## src/pslat_pkg.sv

```systemverilog
// Purpose: Shared types and constants for the previous-settings latch.
// Assumes: 25 MHz core clock; 16-bit register images.
// Notes:   Struct layouts give the field positions of each register.
package pslat_pkg;

  localparam int CLK_MHZ       = 25;
  localparam int VALID_TIME_US = 1000;
  localparam int VALID_CYC     = VALID_TIME_US * CLK_MHZ;
  localparam int CNT_W         = 15;
  localparam int NUM_CH_MAX    = 4;

  localparam logic [7:0]  ADDR_PREVIOUS_CONTROL_SETTINGS  = 8'h23;
  localparam logic [7:0]  ADDR_RANGE_LAT = 8'h24;
  localparam logic [15:0] CTRL_RST_4CH   = 16'h0700;
  localparam logic [15:0] RANGE_RST      = 16'h0000;
  localparam logic [15:0] UNMAPPED_DATA  = 16'h0000;

  localparam logic [3:0] OFF_DEF_4CH = 4'h0;
  localparam logic [3:0] OFF_DEF_3CH = 4'h1;
  localparam logic [3:0] OFF_DEF_2CH = 4'h3;
  localparam logic [3:0] OFF_DEF_1CH = 4'h7;

  typedef enum logic [3:0] {
    MODE_ADPT_1024 = 4'h0,
    MODE_ADPT_256  = 4'h1,
    MODE_ADPT_64   = 4'h2,
    MODE_ADPT_8    = 4'h3,
    MODE_CONT_1024 = 4'h4,
    MODE_CONT_256  = 4'h5,
    MODE_CONT_64   = 4'h6,
    MODE_CONT_8    = 4'h7,
    MODE_SINGLE    = 4'h8,
    MODE_SINGLE_8X = 4'h9,
    MODE_FAST      = 4'ha,
    MODE_BURST     = 4'hb,
    MODE_RSVD_LO   = 4'hc,
    MODE_RSVD_HI   = 4'he,
    MODE_SLEEP     = 4'hf
  } pslat_mode_e;

  typedef enum logic [1:0] {
    PIN_ALERT    = 2'h0,
    PIN_GPIO_IN  = 2'h1,
    PIN_GPIO_OUT = 2'h2,
    PIN_SLOW     = 2'h3
  } pslat_pin_e;

  localparam logic [1:0] RNG_UNI      = 2'h0;
  localparam logic [1:0] RNG_BI_FULL  = 2'h1;
  localparam logic [1:0] RNG_BI_HALF  = 2'h2;
  localparam logic [1:0] RNG_RESERVED = 2'h3;

  typedef struct packed {
    logic [3:0] sample_mode;
    logic [1:0] pin2_function_select;
    logic [1:0] pin1_function_select;
    logic [3:0] chan_off;
    logic [3:0] unused;
  } pslat_ctrl_s;

  typedef struct packed {
    logic [1:0] sense_range_ch1;
    logic [1:0] sense_range_ch2;
    logic [1:0] sense_range_ch3;
    logic [1:0] sense_range_ch4;
    logic [1:0] bus_range_ch1;
    logic [1:0] bus_range_ch2;
    logic [1:0] bus_range_ch3;
    logic [1:0] bus_range_ch4;
  } pslat_range_s;

  typedef struct packed {
    logic [1:0] din;
    logic [1:0] dout;
    logic [1:0] oe;
  } pslat_pins_s;

  typedef enum logic [2:0] {
    VS_NONE  = 3'b001,
    VS_WAIT  = 3'b010,
    VS_VALID = 3'b100
  } pslat_vstate_e;

  typedef struct packed {
    pslat_vstate_e vstate;
    logic [CNT_W-1:0] cnt;
    pslat_ctrl_s   act_ctrl;
    pslat_range_s  act_range;
    logic [3:0]    pend_mode;
    logic          pend_on;
    pslat_ctrl_s   lat_ctrl;
    pslat_range_s  lat_range;
    logic [1:0]    pin_s1;
    logic [1:0]    pin_s2;
    logic [1:0]    pin_out;
    logic [1:0]    pin_oe;
    logic [15:0]   rd_data;
    logic          rd_ack;
  } pslat_state_s;

endpackage : pslat_pkg

```

## src/pslat_top.sv

```systemverilog
// Purpose: Active settings copy and the latch of the settings in force
//          before the last commit, with a register read port.
// Assumes: commit_stb is one pulse per commit of any variant.
// Notes:   Programmed copies, conversion engine and alert status live
//          outside; this block only holds and steers from settings.
`timescale 1ns/100ps

module pslat_top #(
  parameter int unsigned NUM_CH       = 4,
  parameter int unsigned VALID_CYCLES = pslat_pkg::VALID_CYC
) (
  input  wire logic                   clk,
  input  wire logic                   arst_n,
  input  wire logic                   commit_stb,
  input  wire pslat_pkg::pslat_ctrl_s  prog_ctrl,
  input  wire pslat_pkg::pslat_range_s prog_range,
  input  wire logic                   conv_cycle_done,
  input  wire logic                   skip_inhibit,
  input  wire logic [1:0]             alert_req,
  input  wire logic [1:0]             gpio_out_data,
  input  wire logic [1:0]             pin_in,
  output logic [1:0]                  pin_out,
  output logic [1:0]                  pin_oe,
  output logic [1:0]                  gpio_in_data,
  input  wire logic                   reg_rd,
  input  wire logic [7:0]             reg_addr,
  output logic [15:0]                 rd_data,
  output logic                        rd_ack,
  output pslat_pkg::pslat_ctrl_s      active_ctrl,
  output pslat_pkg::pslat_range_s     active_range,
  output logic                        lat_valid,
  output logic [3:0]                  eff_mode,
  output logic                        sampling_on,
  output logic [3:0]                  chan_conv_en,
  output logic [3:0]                  ptr_skip
);

  import pslat_pkg::*;

  function automatic logic [3:0] off_default(input int unsigned n);
    logic [3:0] v;
    v = OFF_DEF_4CH;
    case (n)
      1: v = OFF_DEF_1CH;
      2: v = OFF_DEF_2CH;
      3: v = OFF_DEF_3CH;
      default: v = OFF_DEF_4CH;
    endcase
    return v;
  endfunction : off_default

  function automatic logic mode_reserved(input logic [3:0] m);
    return (m >= MODE_RSVD_LO) && (m <= MODE_RSVD_HI);
  endfunction : mode_reserved

  function automatic logic mode_throttles(input logic [3:0] m);
    return (m <= MODE_CONT_8) || (m == MODE_FAST) || (m == MODE_BURST);
  endfunction : mode_throttles

  localparam pslat_ctrl_s CTRL_RST = CTRL_RST_4CH |
    (16'(off_default(NUM_CH)) << 4);
  localparam logic [CNT_W-1:0] VALID_LAST = CNT_W'(VALID_CYCLES - 1);

  logic [1:0] rst_q;
  logic       rst_n;

  always_ff @(posedge clk or negedge arst_n) begin
    if (!arst_n) begin
      rst_q <= 2'h0;
    end else begin
      rst_q <= {rst_q[0], 1'b1};
    end
  end
  assign rst_n = rst_q[1];

  pslat_state_s st_r;
  pslat_state_s st_nxt;
  pslat_ctrl_s  new_ctrl;
  pslat_range_s new_range;
  logic [7:0][1:0] rng_old;
  logic [7:0][1:0] rng_new;
  logic [7:0][1:0] rng_flt;
  logic [3:0]   cur_mode;
  logic [3:0]   tgt_mode;
  logic         slow_hit;
  logic [1:0]   pin_fn [2];

  // Reserved range codes are refused per field; old field stays in force
  assign rng_old = st_r.act_range;
  assign rng_new = prog_range;
  genvar gi;
  generate
    for (gi = 0; gi < 8; gi++) begin : g_rng
      assign rng_flt[gi] = (rng_new[gi] == RNG_RESERVED) ?
                           rng_old[gi] : rng_new[gi];
    end
  endgenerate
  assign new_range = rng_flt;

  assign cur_mode = st_r.act_ctrl.sample_mode;
  // A reserved mode code never becomes active
  assign tgt_mode = mode_reserved(prog_ctrl.sample_mode) ?
                    cur_mode : prog_ctrl.sample_mode;

  always_comb begin
    new_ctrl                      = prog_ctrl;
    new_ctrl.sample_mode          = cur_mode;
    new_ctrl.unused               = 4'h0;
  end

  assign pin_fn[0] = st_r.act_ctrl.pin1_function_select;
  assign pin_fn[1] = st_r.act_ctrl.pin2_function_select;
  assign slow_hit  = ((pin_fn[0] == PIN_SLOW) && st_r.pin_s2[0]) ||
                     ((pin_fn[1] == PIN_SLOW) && st_r.pin_s2[1]);

  always_comb begin
    st_nxt        = st_r;
    st_nxt.pin_s1 = pin_in;
    st_nxt.pin_s2 = st_r.pin_s1;
    st_nxt.rd_ack = 1'b0;

    // Deferred rate change lands when the running cycle ends
    if (st_r.pend_on && conv_cycle_done) begin
      st_nxt.act_ctrl.sample_mode = st_r.pend_mode;
      st_nxt.pend_on              = 1'b0;
    end

    case (st_r.vstate)
      VS_NONE: begin
        st_nxt.cnt = '0;
      end
      VS_WAIT: begin
        st_nxt.cnt = st_r.cnt + CNT_W'(1);
        if (st_r.cnt == VALID_LAST) begin
          st_nxt.vstate = VS_VALID;
          st_nxt.cnt    = '0;
        end
      end
      VS_VALID: begin
        st_nxt.cnt = '0;
      end
      default: begin
        st_nxt.vstate = VS_NONE;
        st_nxt.cnt    = '0;
      end
    endcase

    if (commit_stb) begin
      // Capture and transfer share this edge so the latch is the old active copy
      st_nxt.lat_ctrl  = st_r.act_ctrl;
      st_nxt.lat_range = st_r.act_range;
      st_nxt.lat_ctrl.unused = 4'h0;
      st_nxt.act_range = new_range;
      st_nxt.act_ctrl  = new_ctrl;
      // Sleep runs no cycle, so a change out of it need not wait
      if (tgt_mode == cur_mode) begin
        st_nxt.pend_on = 1'b0;
      end else if (cur_mode == MODE_SLEEP || conv_cycle_done) begin
        st_nxt.act_ctrl.sample_mode = tgt_mode;
        st_nxt.pend_on              = 1'b0;
      end else begin
        st_nxt.pend_mode = tgt_mode;
        st_nxt.pend_on   = 1'b1;
      end
      st_nxt.vstate = VS_WAIT;
      st_nxt.cnt    = '0;
    end

    // Pin drivers: alert is open drain, gpio output is push-pull
    for (int i = 0; i < 2; i++) begin
      case (pin_fn[i])
        PIN_ALERT: begin
          st_nxt.pin_out[i] = 1'b0;
          st_nxt.pin_oe[i]  = alert_req[i];
        end
        PIN_GPIO_OUT: begin
          st_nxt.pin_out[i] = gpio_out_data[i];
          st_nxt.pin_oe[i]  = 1'b1;
        end
        default: begin
          st_nxt.pin_out[i] = 1'b0;
          st_nxt.pin_oe[i]  = 1'b0;
        end
      endcase
    end

    if (reg_rd) begin
      st_nxt.rd_ack = 1'b1;
      case (reg_addr)
        ADDR_PREVIOUS_CONTROL_SETTINGS: begin
          st_nxt.rd_data = {st_r.lat_ctrl[15:4], 4'h0};
        end
        ADDR_RANGE_LAT: begin
          st_nxt.rd_data = st_r.lat_range;
        end
        default: begin
          st_nxt.rd_data = UNMAPPED_DATA;
        end
      endcase
    end
  end

  always_ff @(posedge clk or negedge rst_n) begin
    if (!rst_n) begin
      st_r           <= '0;
      st_r.vstate    <= VS_NONE;
      st_r.act_ctrl  <= CTRL_RST;
      st_r.act_range <= RANGE_RST;
      st_r.lat_ctrl  <= CTRL_RST;
      st_r.lat_range <= RANGE_RST;
    end else begin
      st_r <= st_nxt;
    end
  end

  // Rate decode: low two bits pick 1024/256/64/8 SPS inside each family
  always_comb begin
    eff_mode    = cur_mode;
    sampling_on = 1'b1;
    case (cur_mode)
      MODE_ADPT_1024, MODE_ADPT_256,
      MODE_ADPT_64, MODE_ADPT_8: begin
        eff_mode = slow_hit ? MODE_ADPT_8 : cur_mode;
      end
      MODE_CONT_1024, MODE_CONT_256,
      MODE_CONT_64, MODE_CONT_8: begin
        eff_mode = slow_hit ? MODE_CONT_8 : cur_mode;
      end
      MODE_FAST, MODE_BURST: begin
        eff_mode = (slow_hit && mode_throttles(cur_mode)) ?
                   MODE_CONT_8 : cur_mode;
      end
      MODE_SINGLE, MODE_SINGLE_8X: begin
        eff_mode = cur_mode;
      end
      default: begin
        eff_mode    = MODE_SLEEP;
        sampling_on = 1'b0;
      end
    endcase
  end

  assign chan_conv_en = sampling_on ?
                        ~st_r.act_ctrl.chan_off : 4'h0;
  assign ptr_skip     = skip_inhibit ?
                        4'h0 : st_r.act_ctrl.chan_off;

  assign active_ctrl  = st_r.act_ctrl;
  assign active_range = st_r.act_range;
  assign lat_valid    = (st_r.vstate == VS_VALID);
  assign gpio_in_data = st_r.pin_s2;
  assign pin_out      = st_r.pin_out;
  assign pin_oe       = st_r.pin_oe;
  assign rd_data      = st_r.rd_data;
  assign rd_ack       = st_r.rd_ack;

endmodule : pslat_top

```

## config.mk

```make
export PLATFORM = sky130hd
export DESIGN_NAME = pslat_top
export DESIGN_NICKNAME = d
export VERILOG_FILES = /design/src/pslat_pkg.sv /design/src/pslat_top.sv
export SDC_FILE = /design/constraint.sdc
export NUM_CORES = 1
export LEC_CHECK = 0
export ABC_AREA = 1
export BUFFER_PORTS_ARGS = -buffer_cell sky130_fd_sc_hd__buf_2
export CAP_MARGIN = 10
export CELL_PAD_IN_SITES_DETAIL_PLACEMENT = 1
export CELL_PAD_IN_SITES_GLOBAL_PLACEMENT = 1
export CORE_MARGIN = 2
export CORE_UTILIZATION = 35
export CTS_BUF_LIST = sky130_fd_sc_hd__clkbuf_8 sky130_fd_sc_hd__clkbuf_16
export DETAILED_ROUTE_END_ITERATION = 6
export PLACE_DENSITY_LB_ADDON = 0.1
export SYNTH_ARGS = -nofsm -noshare
export SYNTH_HDL_FRONTEND = slang
export SYNTH_SLANG_ARGS = --single-unit
```

## constraint.sdc

```tcl
create_clock -name clk -period 6.77 [get_ports clk]
set_input_delay 1.0155 -clock clk [delete_from_list [all_inputs] [get_ports clk]]
set_output_delay 1.0155 -clock clk [all_outputs]
set_load 0.02 [all_outputs]
```

# Word-level counts from Yosys, hierarchy flattened
# Index checks and enable logic that the tools add are counted.
dict set report word_totals {
  output_inout_bits 69
  wordCells 149
  inputBits 52
  regBits 106
}
dict set report op_classes {
  magnitude_cmp 3
  addsub 1
  n_reduce_logical 30
  n_bitwise 11
  eq_ne 35
  muxes 34
}
# cell count
set ops {}
lappend ops {{$mux W87} 1}
lappend ops {{$mux W4} 11}
lappend ops {{$pmux W16 S2} 1}
lappend ops {{$eq A2 B2 Y1 const B} 12}
lappend ops {{$eq A4 B4 Y1 const B} 5}
lappend ops {{$mux W18} 1}
lappend ops {{$reduce_and A2 Y1} 9}
lappend ops {{$eq A4 B3 Y1 const B} 4}
lappend ops {{$eq A8 B6 Y1 const B} 2}
lappend ops {{$mux W2} 8}
lappend ops {{$pmux W4 S4} 1}
lappend ops {{$add A15 B1 Y15 const B} 1}
lappend ops {{$eq A15 B15 Y1 const B} 1}
lappend ops {{$mux W15} 1}
lappend ops {{$reduce_or A12 Y1} 1}
lappend ops {{$not A1 Y1} 10}
lappend ops {{$eq A4 B2 Y1 const B} 2}
lappend ops {{$reduce_or A4 Y1} 2}
lappend ops {{$mux W1} 7}
lappend ops {{$pmux W3 S2} 1}
lappend ops {{$reduce_and A3 Y1} 2}
lappend ops {{$reduce_or A2 Y1} 3}
lappend ops {{$logic_and A1 B1 Y1} 5}
lappend ops {{$eq A4 B1 Y1 const B} 1}
lappend ops {{other kinds (16)} 22}

# Longest topological paths before layout
# Gate-level depths: netlist of run 1.
dict set report logic_depth {
  ltp_word 6
  ltp_mapped 10
  depth_no_buf 10
}

# Worst setup path before layout of run 1
# OpenSTA, ideal clock, no wires.
dict set report synth_timing {
  path_type {input to output}
  from {input skip_inhibit}
  to {output ptr_skip[0]}
  arrival_time_ns 1.308
  required_time_ns 5.754
  cell_stages 1
  n_path_buf 0
  slack_ns 4.446
  cell_sequence {nor2_1}
}
dict set report synth_between {
  elab_chain_cells 1
}
# element line_no
set synth_lines {}
lappend synth_lines {{start, declared} pslat_top.sv:18} ;# input wire logic skip_inhibit,
lappend synth_lines {{$mux W4} pslat_top.sv:245} ;# assign ptr_skip = skip_inhibit ?
lappend synth_lines {{end, declared} pslat_top.sv:35} ;# output logic [3:0] ptr_skip
# Every way passes these cells.

# Worst setup path in the final report of run 1
dict set report layout_timing {
  from {register st_r, in the netlist active_ctrl[10]}
  to {output eff_mode[2]}
}
dict set report layout_between {
  elab_chain_cells 6
  elab_cells_between_ends 8
  classes_between {1 x eq/ne; 4 x mux; 3 x reduce/logical}
}
# element line_no
set layout_lines {}
lappend layout_lines {{start, declared} pslat_top.sv:76} ;# pslat_state_s st_r;
lappend layout_lines {{start signal, assigned} pslat_top.sv:212} ;# st_r <= st_nxt;
lappend layout_lines {{$eq A2 B2 Y1 *} pslat_top.sv:114} ;# ((pin_fn[1] == PIN_SLOW) && st_r.pin_s2[1]);
lappend layout_lines {{$logic_and A1 B1 Y1 *} pslat_top.sv:114}
lappend layout_lines {{$logic_or A1 B1 Y1 *} pslat_top.sv:113} ;# assign slow_hit = ((pin_fn[0] == PIN_SLOW) && st_r.pin_s2[0]) ||
lappend layout_lines {{$logic_and A1 B1 Y1} pslat_top.sv:230} ;# eff_mode = (slow_hit && mode_throttles(cur_mode)) ?
lappend layout_lines {{$mux W4} pslat_top.sv:230}
lappend layout_lines {{$pmux W4 S4 *} pslat_top.sv:220} ;# case (cur_mode)
lappend layout_lines {{end, declared} pslat_top.sv:32} ;# output logic [3:0] eff_mode,
# Mark *: on every way between the ends. The rest lies on a longest branch, timed or not.

==> results_dict.tcl, run 1 <==
set metrics [dict create \
    routed_via_density 4.68 \
    dr.first_iter.drc_count 185 \
    cts.sinks 106 \
    worst_slew_pin_slew_ns 0.852 \
    grt_max_degree 67 \
    die_w_um 125 \
    finalClockSkew_ns 0.00883 \
    rows 44 \
    postSynthCellCount 610 \
    ir_drop_mv 0.144 \
    nets 724 \
    seq_area_frac_synth_pct 51.6 \
    cts_hold_buffers 0 \
    port_buffers 112 \
    start_kind "flop" \
    vias 4029 \
    place_hpwl_um 9030 \
    globalRouteOverflowTotal 0 \
    p_leak_nw 3.04 \
    clk_pin_slew_worst_paths_ns 0.07 \
    instances_no_fill 860 \
    placed_cells 844 \
    crit_fanout 4 \
    ios 121 \
    cts_tree "yes" \
    synth_top_family_by_area "simple AND/OR/NAND/NOR gates" \
    first_pass_iters 4 \
    tns_ns 0 \
    fp.dieArea_sq_um 15700 \
    yosysUniqueCellTypes 33 \
    hold_violations 0 \
    gp_congestion 0.773 \
    area_growth_pct 12.3 \
    min_period_over_period_pct 38.0 \
    end_kind "output port" \
    clock_latency_ns 0.35 \
    syn-cell-area_sq_um 5160 \
    multi_input_area_sq_um 1830 \
    post-cts-setup-buffer-count 0 \
    clockBufferDepth 2 \
    drv_cap 0 \
    max_freq_ghz 0.389 \
    start_util_pct 35.7 \
    drv_slew 0 \
    synth_adder_area_share_pct 0.242 \
    drc 0 \
    synth.avg_cell_area_sq_um 8.46 \
    synth_warnings 0 \
    drt_wl_total_um 12200 \
    synth_xor_area_share_pct 0 \
    setup_viol 0 \
    ant_nets 0 \
    numCtsBuffers 9 \
    critPathKind "flop to output port" \
    finalWorstPathRequiredPeriod_ns 2.57 \
    fillCellCount 1765 \
    cp.arrival_ns 1.55 \
    core_sq_um 14500 \
    wire_per_inst_um 14.1 \
    synth_mux_area_share_pct 3.49 \
    power_density_nw_per_um2 263 \
    grt_use_total_pct 16.2 \
    grt_pass1_vias 4295 \
    fp.dieH_um 125 \
    seqCellArea_sq_um 2670 \
    antenna_found_initial 0 \
    grt_pass1_wl_um 20700 \
    cp.required_ns 5.75 \
    slew_headroom_pct 43.2 \
    outcome "finished clean" \
    min_path_type "flop to async pin" \
    synth-compound-area-share_pct 6.20 \
    synth-seq-cells 106 \
    insertedDiodeCount 0 \
    rsz0062_at_grt "no" \
    yosys.area_share.simple_pct 25.2 \
    cts-root-buf "clkbuf_16" \
    cts_resized 0 \
    drive_above_1_share_pct 26.2 \
    htree_levels 3 \
]
cells by family after synthesis:
kind of cell	after synthesis
compound gates	59
fa+ha+maj	1
buf+inv	124
flops	106
mux	16
other cells	2
simple gates	302
per-layer routing:
layer  routed length, um  GRT usage [%]  part of all wire [%]  up-vias
met1                5370           19.4                    44     1991
met4                 134           3.86                   1.1        0
met5                   0              0                     0        -
li1                    -              -                     -     1977
met3                 399           4.24                   3.3       10
met2                6260           29.1                    51       51
path summary, 6_finish.rpt:
| check | cells past startpoint | slack, ns | start | endpoint |
|---|---|---|---|---|
| setup / recovery | 5 | 4.20 | active_ctrl[10] | eff_mode[2] |
| hold / removal | 0 | 0.30 | rst_q[1] | st_r[37] |
| setup reg to reg | 10 | 5.15 | st_r[94] | st_r[106] |
| hold reg to reg | 0 | 0.30 | rst_q[1] | st_r[37] |
| max in group asynchronous | 1 | 5.21 | rst_q[1] | st_r[102] |
| min in group clk | 0 | 0.35 | st_nxt[21] | gpio_in_data[0] |
area by class of cell:
type	instances	share of cell area [%]
well taps	184	3.97
inverters	57	3.69
multi-input cells	383	31.6
clock buffers	10	4.12
clock inverters	6	0.734
flip-flops and latches	106	46.0
repair buffers	114	9.92
critical path, stage by stage (launching register included):
cell	delay, ns
dfstp_2	0.57
nand3_1	0.10
nand2_1	0.13
nand2_1	0.07
o21ai_0	0.15
buf_2	0.19
registers in the layout, indices dropped and copies added, names as in the netlist:
name          count
pin_out           2
rd_ack            1
rd_data          16
cur_mode          4
st_r             51
rst_q             2
st_nxt            2
active_ctrl       8
active_range     16
gpio_in_data      2
pin_oe            2
cells in the final DEF, fill, tap and decap left out, drive strengths merged, types with 2 or more instances in the layout:
master	Yosys	routed
dfstp	7	7
inv	57	60
mux2	16	16
dfrtp	99	99
conb	2	5
nand4	4	4
nor2	52	52
o21ai	46	46
clkinv	0	2
nor3	12	12
a21oi	8	8
nand3	19	19
a31oi	3	3
buf	58	114
nor4	3	3
nand2	211	211
clkbuf	9	10
stage by stage:
step / utilization (%) / hold slack, ns / total power [mW] / cell area, sq um / setup WS [ns]
after floorplan: - / 0.331 / 0.971 / 5170 / 3.61
after global placement: 38.1 / 0.318 / 1.04 / 5520 / 3.86
after detailed placement: 38.1 / 0.320 / 1.04 / 5520 / 3.83
after CTS: 40.1 / 0.328 / 1.55 / 5800 / 4.18
after global routing: 40.1 / 0.354 / 1.61 / 5800 / 4.02
final: 40.1 / 0.300 / 1.53 / 5800 / 4.20
synthesized netlist by cell type (all sizes together):
| master | count | area [sq um] |
|---|---|---|
| mux2 | 16 | 180 |
| clkbuf | 9 | 33.8 |
| a31oi | 3 | 33.8 |
| nor2 | 52 | 210 |
| o21bai | 1 | 7.51 |
| nand3 | 19 | 105 |
| nor3 | 12 | 114 |
| nand2 | 211 | 815 |
| dfrtp | 99 | 2480 |
| a21oi | 8 | 40.0 |
| conb | 2 | 7.51 |
| dfstp | 7 | 184 |
| nand4 | 4 | 25.0 |
| or4 | 1 | 7.51 |
| inv | 57 | 214 |
| buf | 58 | 432 |
| nor4 | 3 | 25.0 |
| o41ai | 1 | 8.76 |
| ha | 1 | 12.5 |
| o21ai | 46 | 230 |
report_power, final:
group | switching [mW] | internal [mW]
combinational | 0.180 | 0.0917
sequential | 0.0523 | 0.699
clock | 0.242 | 0.261
(Power assumes the default switching activity.)
==> run 2, diff against run 1 <==
--- a/config.mk
+++ b/config.mk
@@ -5,7 +5,7 @@
 export SDC_FILE = /design/constraint.sdc
 export NUM_CORES = 1
 export LEC_CHECK = 0
-export ABC_AREA = 1
+export ABC_AREA = 0
 export BUFFER_PORTS_ARGS = -buffer_cell sky130_fd_sc_hd__buf_2
 export CAP_MARGIN = 10
 export CELL_PAD_IN_SITES_DETAIL_PLACEMENT = 1
==> constraint.sdc (replaced) <==
create_clock -name clk -period 2.2 [get_ports clk]
set_input_delay 0.33 -clock clk [delete_from_list [all_inputs] [get_ports clk]]
set_output_delay 0.33 -clock clk [all_outputs]
set_load 0.02 [all_outputs]
==> results_dict.tcl, run 2 <==
set metrics [dict create \
    cts_resized 0 \
    placed_area_sq_um 5390 \
    routed_via_density 4.72 \
    synth_edf_count 0 \
    synth_warnings 0 \
    synth_top_area_share_pct 50.1 \
    hold_violations 0 \
    clock_latency_ns 0.35 \
    cts.sinks 106 \
    p_switching_mw 1.44 \
    synth_flop_cell "dfrtp_1" \
    instances_no_fill 713 \
    core_sq_um 13800 \
    drive_above_1_share_pct 38.6 \
    outcome "finished clean" \
    final_cell_mix "buf_2, dfrtp_1, nor2_1" \
    rows 43 \
    end_kind "output port" \
    synth_area_leaders "dfrtp_1, mux2_2, buf_4" \
    worst_slew_pin_slew_ns 0.642 \
    clockBufferDepth 2 \
    finalClockSkew_ns 0.00522 \
    dr.first_iter.drc_count 109 \
    rsz0062_at_grt "no" \
    largest_register_ffs 51 \
    first_pass_iters 4 \
    wire_per_inst_um 16.3 \
    mostFrequentLayoutCell "buf_2" \
    grt_pass1_vias 3459 \
    critPathKind "flop to output port" \
    largest-register "st_r" \
    total_power_mw 4.87 \
    yosysUniqueCellTypes 51 \
    drt_wl_total_um 11600 \
    globalRouteOverflowTotal 0 \
    ir_drop_mv 0.435 \
    placed_cells 696 \
    fp.dieH_um 123 \
    power.share.combinational_pct 19.4 \
    yosys-top-cells-count "dfrtp_1, nor2_1, buf_4" \
    finalWorstPathRequiredPeriod_ns 1.99 \
    min_path_type "input pin to flop" \
    hold_ws_ns 0.0890 \
    synth-seq-cells 106 \
    grt_use_total_pct 16.1 \
    cts-root-buf "clkbuf_16" \
    port_buffers 112 \
    die_w_um 123 \
    clk_pin_slew_worst_paths_ns 0.07 \
    cts_tree "yes" \
    final_area_sq_um 5700 \
    postSynthCellCount 457 \
    vias 3364 \
    place_hpwl_um 8250 \
    gp_congestion 0.816 \
    ios 121 \
    tns_ns 0 \
    switching_share_pct 29.6 \
    insertedDiodeCount 0 \
    drc 0 \
    start_kind "flop" \
    min_period_over_period_pct 90.2 \
    internal_power_mw 3.43 \
    setup_viol 0 \
    cp.arrival_ns 1.66 \
    area_growth_pct 15.2 \
    start_util_pct 35.8 \
    seq_area_frac_synth_pct 53.8 \
    fp.dieArea_sq_um 15100 \
    p_leak_nw 2.64 \
    power_density_nw_per_um2 854 \
    slew_headroom_pct 57.2 \
    yosysTopAreaCell "dfrtp_1" \
    yosysMostFrequentCell "dfrtp_1" \
    synthArstFlopShare_pct 100 \
    crit_fanout 7 \
    drv_slew 0 \
    numCtsBuffers 9 \
    pre_cts_slack_ns 0.257 \
    max_freq_ghz 0.504 \
    cp.required_ns 1.87 \
    antenna_found_initial 0 \
    grt_pass1_wl_um 18200 \
    postLayoutCoreUtil_pct 41.2 \
    htree_levels 3 \
    drv_cap 0 \
    p_clk_share_pct 32.1 \
    synth.avg_cell_area_sq_um 10.8 \
    ant_nets 0 \
    syn-cell-area_sq_um 4950 \
    fillCellCount 1553 \
    nets 581 \
    grt_max_degree 49 \
    seqPwrFrac_pct 48.6 \
    fin_ws_ns 0.215 \
]
[run 2: power by group through the flow]
stage / clock, mW / sequential [mW] / combinational [mW]
finish: 1.56 / 2.36 / 0.942
global route: 1.71 / 2.40 / 1.03
CTS: 1.63 / 2.37 / 0.960
detailed placement: 0 / 2.41 / 0.954
global placement: 0 / 2.40 / 0.934
floorplan: 0 / 2.35 / 0.740
[run 2: final timing paths]
| path | startpoint | endpoint | slack (ns) | cells after the start |
|---|---|---|---|---|
| max | cur_mode[2] | eff_mode[0] | 0.21 | 6 |
| min | pin_in[0] | st_nxt[21] | 0.09 | 1 |
| max reg2reg | cur_mode[2] | st_r[59] | 0.25 | 5 |
| min reg2reg | rst_q[1] | pin_oe[1] | 0.26 | 0 |
| max in group asynchronous | rst_q[1] | st_r[49] | 1.30 | 1 |
| min in group asynchronous | rst_q[1] | pin_oe[1] | 0.26 | 0 |
[run 2: logic make-up (layout without fill, tap and decap cells)]
group	after synthesis	after routing	share of synthesized area [%]
xor gates and xnor gates	16	16	2.83
muxes	40	40	9.08
DFF	106	106	53.8
and+or+nand+nor	159	159	14.8
AOI/OAI and AO/OA	52	52	8.42
other	2	5	0.152
adders and majority gates	1	1	0.253
buffers and inverters	81	154	10.6
[run 2: final cells by class]
| cell class | instances | area, sq um | area share (%) |
|---|---|---|---|
| Sequential cell | 106 | 2670 | 46.8 |
| Multi-Input combinational cell | 273 | 1770 | 31.1 |
| Timing Repair Buffer | 127 | 701 | 12.3 |
| Clock buffer | 12 | 267 | 4.68 |
| Tap cell | 180 | 225 | 3.95 |
| Inverter | 11 | 41.3 | 0.725 |
| Clock inverter | 4 | 25.0 | 0.439 |
[run 2: what timing repair did]
item,4_1_cts,5_1_grt
hold endpoints to repair,2,0
setup buffers,0,0
hold buffers,1,0
[run 2: worst max-delay path, cell delays in order, from the launching register on]
cell	delay, ns
dfrtp_1	0.46
buf_4	0.20
and2_1	0.17
buf_4	0.16
nor2_1	0.09
nand2_1	0.06
buf_2	0.16
[run 2: routing by layer]
layer / part of all wire [%] / vias up / GRT usage [%]
met5: 0 / - / 0
met4: 0.88 / 0 / 4.38
met3: 6.2 / 8 / 5.20
met2: 48 / 92 / 26.3
met1: 45 / 1654 / 20.6
li1: - / 1610 / -
==> run 3, diff against run 2 <==
--- a/config.mk
+++ b/config.mk
@@ -12,7 +12,6 @@
 export CELL_PAD_IN_SITES_GLOBAL_PLACEMENT = 1
 export CORE_MARGIN = 2
 export CORE_UTILIZATION = 35
-export CTS_BUF_LIST = sky130_fd_sc_hd__clkbuf_8 sky130_fd_sc_hd__clkbuf_16
 export DETAILED_ROUTE_END_ITERATION = 6
 export PLACE_DENSITY_LB_ADDON = 0.1
 export SYNTH_ARGS = -nofsm -noshare
==> results_dict.tcl, run 3 (synthesis results as in run 2) <==
set metrics [dict create \
    p_leak_nw 2.63 \
    p_switching_mw 1.44 \
    insertedDiodeCount 0 \
    instances_no_fill 713 \
    cts_tree "yes" \
    power.share.combinational_pct 19.3 \
    path_cells "buf_4 > and2_1 > buf_4 > nor2_1 > nand2_1 > buf_2" \
    cpMostUsedCell "buf_4" \
    grt_util_met2_pct 26.3 \
    largest-register "st_r" \
    hold_ws_ns 0.0892 \
    final_cell_mix "buf_2, dfrtp_1, nor2_1" \
    port_buffers 112 \
    reg2reg_from "cur_mode[2]" \
    use_met3_pct 5.20 \
    dr.first_iter.drc_count 109 \
    grt_use_total_pct 16.1 \
    placed_cells 696 \
    whs_endpoint "st_nxt[21]" \
    drv_cap 0 \
    globalRouteMet1Util_pct 20.6 \
    cp.arrival_ns 1.66 \
    mostFrequentLayoutCell "buf_2" \
    routed_via_density 4.72 \
    rsz0062_at_grt "no" \
    switching_share_pct 29.6 \
    cts_resized 0 \
    timing.rr.end "st_r[59]" \
    busiest_layer "met2" \
    crit_family "buffers and inverters" \
    gp_congestion 0.816 \
    holdCritStartpoint "pin_in[0]" \
    ios 121 \
    fp.dieH_um 123 \
    outcome "finished clean" \
    clockBufferDepth 2 \
    tns_ns 0 \
    clk_pin_slew_worst_paths_ns 0.07 \
    cpPeakStageDelay_ns 0.46 \
    die_w_um 123 \
    drv_slew 0 \
    max_freq_ghz 0.503 \
    reg2reg_slack_ns 0.24 \
    ant_nets 0 \
    power_density_nw_per_um2 855 \
    whs_path_depth 1 \
    placed_area_sq_um 5390 \
    end_kind "output port" \
    critPathKind "flop to output port" \
    min_period_over_period_pct 90.3 \
    cts-root-buf "clkbuf_16" \
    postLayoutCoreUtil_pct 41.2 \
    grt_max_degree 49 \
    worst_slew_pin_slew_ns 0.642 \
    start_util_pct 35.8 \
    hold_violations 0 \
    numCtsBuffers 9 \
    internal_power_mw 3.43 \
    place_hpwl_um 8250 \
    first_pass_iters 4 \
    drive_above_1_share_pct 38.6 \
    globalRouteOverflowTotal 0 \
    fin_ws_ns 0.212 \
    ir_drop_mv 0.435 \
    total_power_mw 4.87 \
    seqPwrFrac_pct 48.5 \
    grt_pass1_vias 3459 \
    htree_levels 3 \
    cpMaxStageDelayCell "dfrtp_1" \
    final_area_sq_um 5700 \
    antenna_found_initial 0 \
    core_sq_um 13800 \
    wire_per_inst_um 16.3 \
    pre_cts_slack_ns 0.257 \
    fp.dieArea_sq_um 15100 \
    area_growth_pct 15.2 \
    ff2ff_path_depth 5 \
    min_path_type "input pin to flop" \
    rows 43 \
    vias 3364 \
    finalClockSkew_ns 0.00645 \
    clock_latency_ns 0.35 \
    cp_num_buf_inv 3 \
    p_clk_share_pct 32.1 \
    start_kind "flop" \
    crit_fanout 7 \
    drc 0 \
    largest_register_ffs 51 \
    slew_headroom_pct 57.2 \
    cts.sinks 106 \
    cp.required_ns 1.87 \
    drt_wl_total_um 11600 \
    finalWorstPathRequiredPeriod_ns 1.99 \
    grt_pass1_wl_um 18200 \
    setup_viol 0 \
    nets 581 \
]
==> run 3: how the worst max path moves through the flow <==
stage / start / endpoint / slack [ns] / cells after the start
after CTS: cur_mode[2] / eff_mode[0] / 0.18 / 6
final: cur_mode[2] / eff_mode[0] / 0.21 / 6
after global routing: active_ctrl[8] / eff_mode[1] / 0.1 / 5
after global placement: prog_ctrl[12] / st_r[58] / 0.28 / 6
after floorplan: rst_q[1] / active_ctrl[11] / 0.43 / 0
after detailed placement: prog_ctrl[14] / st_r[59] / 0.26 / 6
==> run 3: power groups by stage <==
stage / sequential, mW / clock [mW] / combinational [mW]
CTS: 2.37 / 1.64 / 0.960
detailed placement: 2.41 / 0 / 0.954
finish: 2.36 / 1.57 / 0.942
floorplan: 2.35 / 0 / 0.740
global route: 2.40 / 1.71 / 1.03
global placement: 2.40 / 0 / 0.934
==> run 3: what timing repair did <==
action | 4_1_cts | 5_1_grt
buffers inserted | 0 | 0
endpoints found under the hold margin | 2 | 0
hold buffers | 1 | 0
==> run 3: cell type report <==
type | count | area, sq um
repair buffers | 127 | 701
multi-input cells | 273 | 1770
fillers | 1553 | 8130
clock buffers | 13 | 270
well taps | 180 | 225
clock inverters | 3 | 21.3
inverters | 11 | 41.3
flip-flops and latches | 106 | 2670
==> run 3: metal layers <==
metal  wire length [um]  up-vias
li1                   -     1610
met1               5220     1654
met2               5570       92
met3                719        8
met4                102        0
met5                  0        -
==> run 3: worst reg2reg max path, cell delays in order (launching register included) <==
cell and delay, ns:
dfrtp_1 0.48, and2_1 0.17, o21ai_1 0.09, o31ai_4 0.42
nand2b_1 0.31, mux2_2 0.37
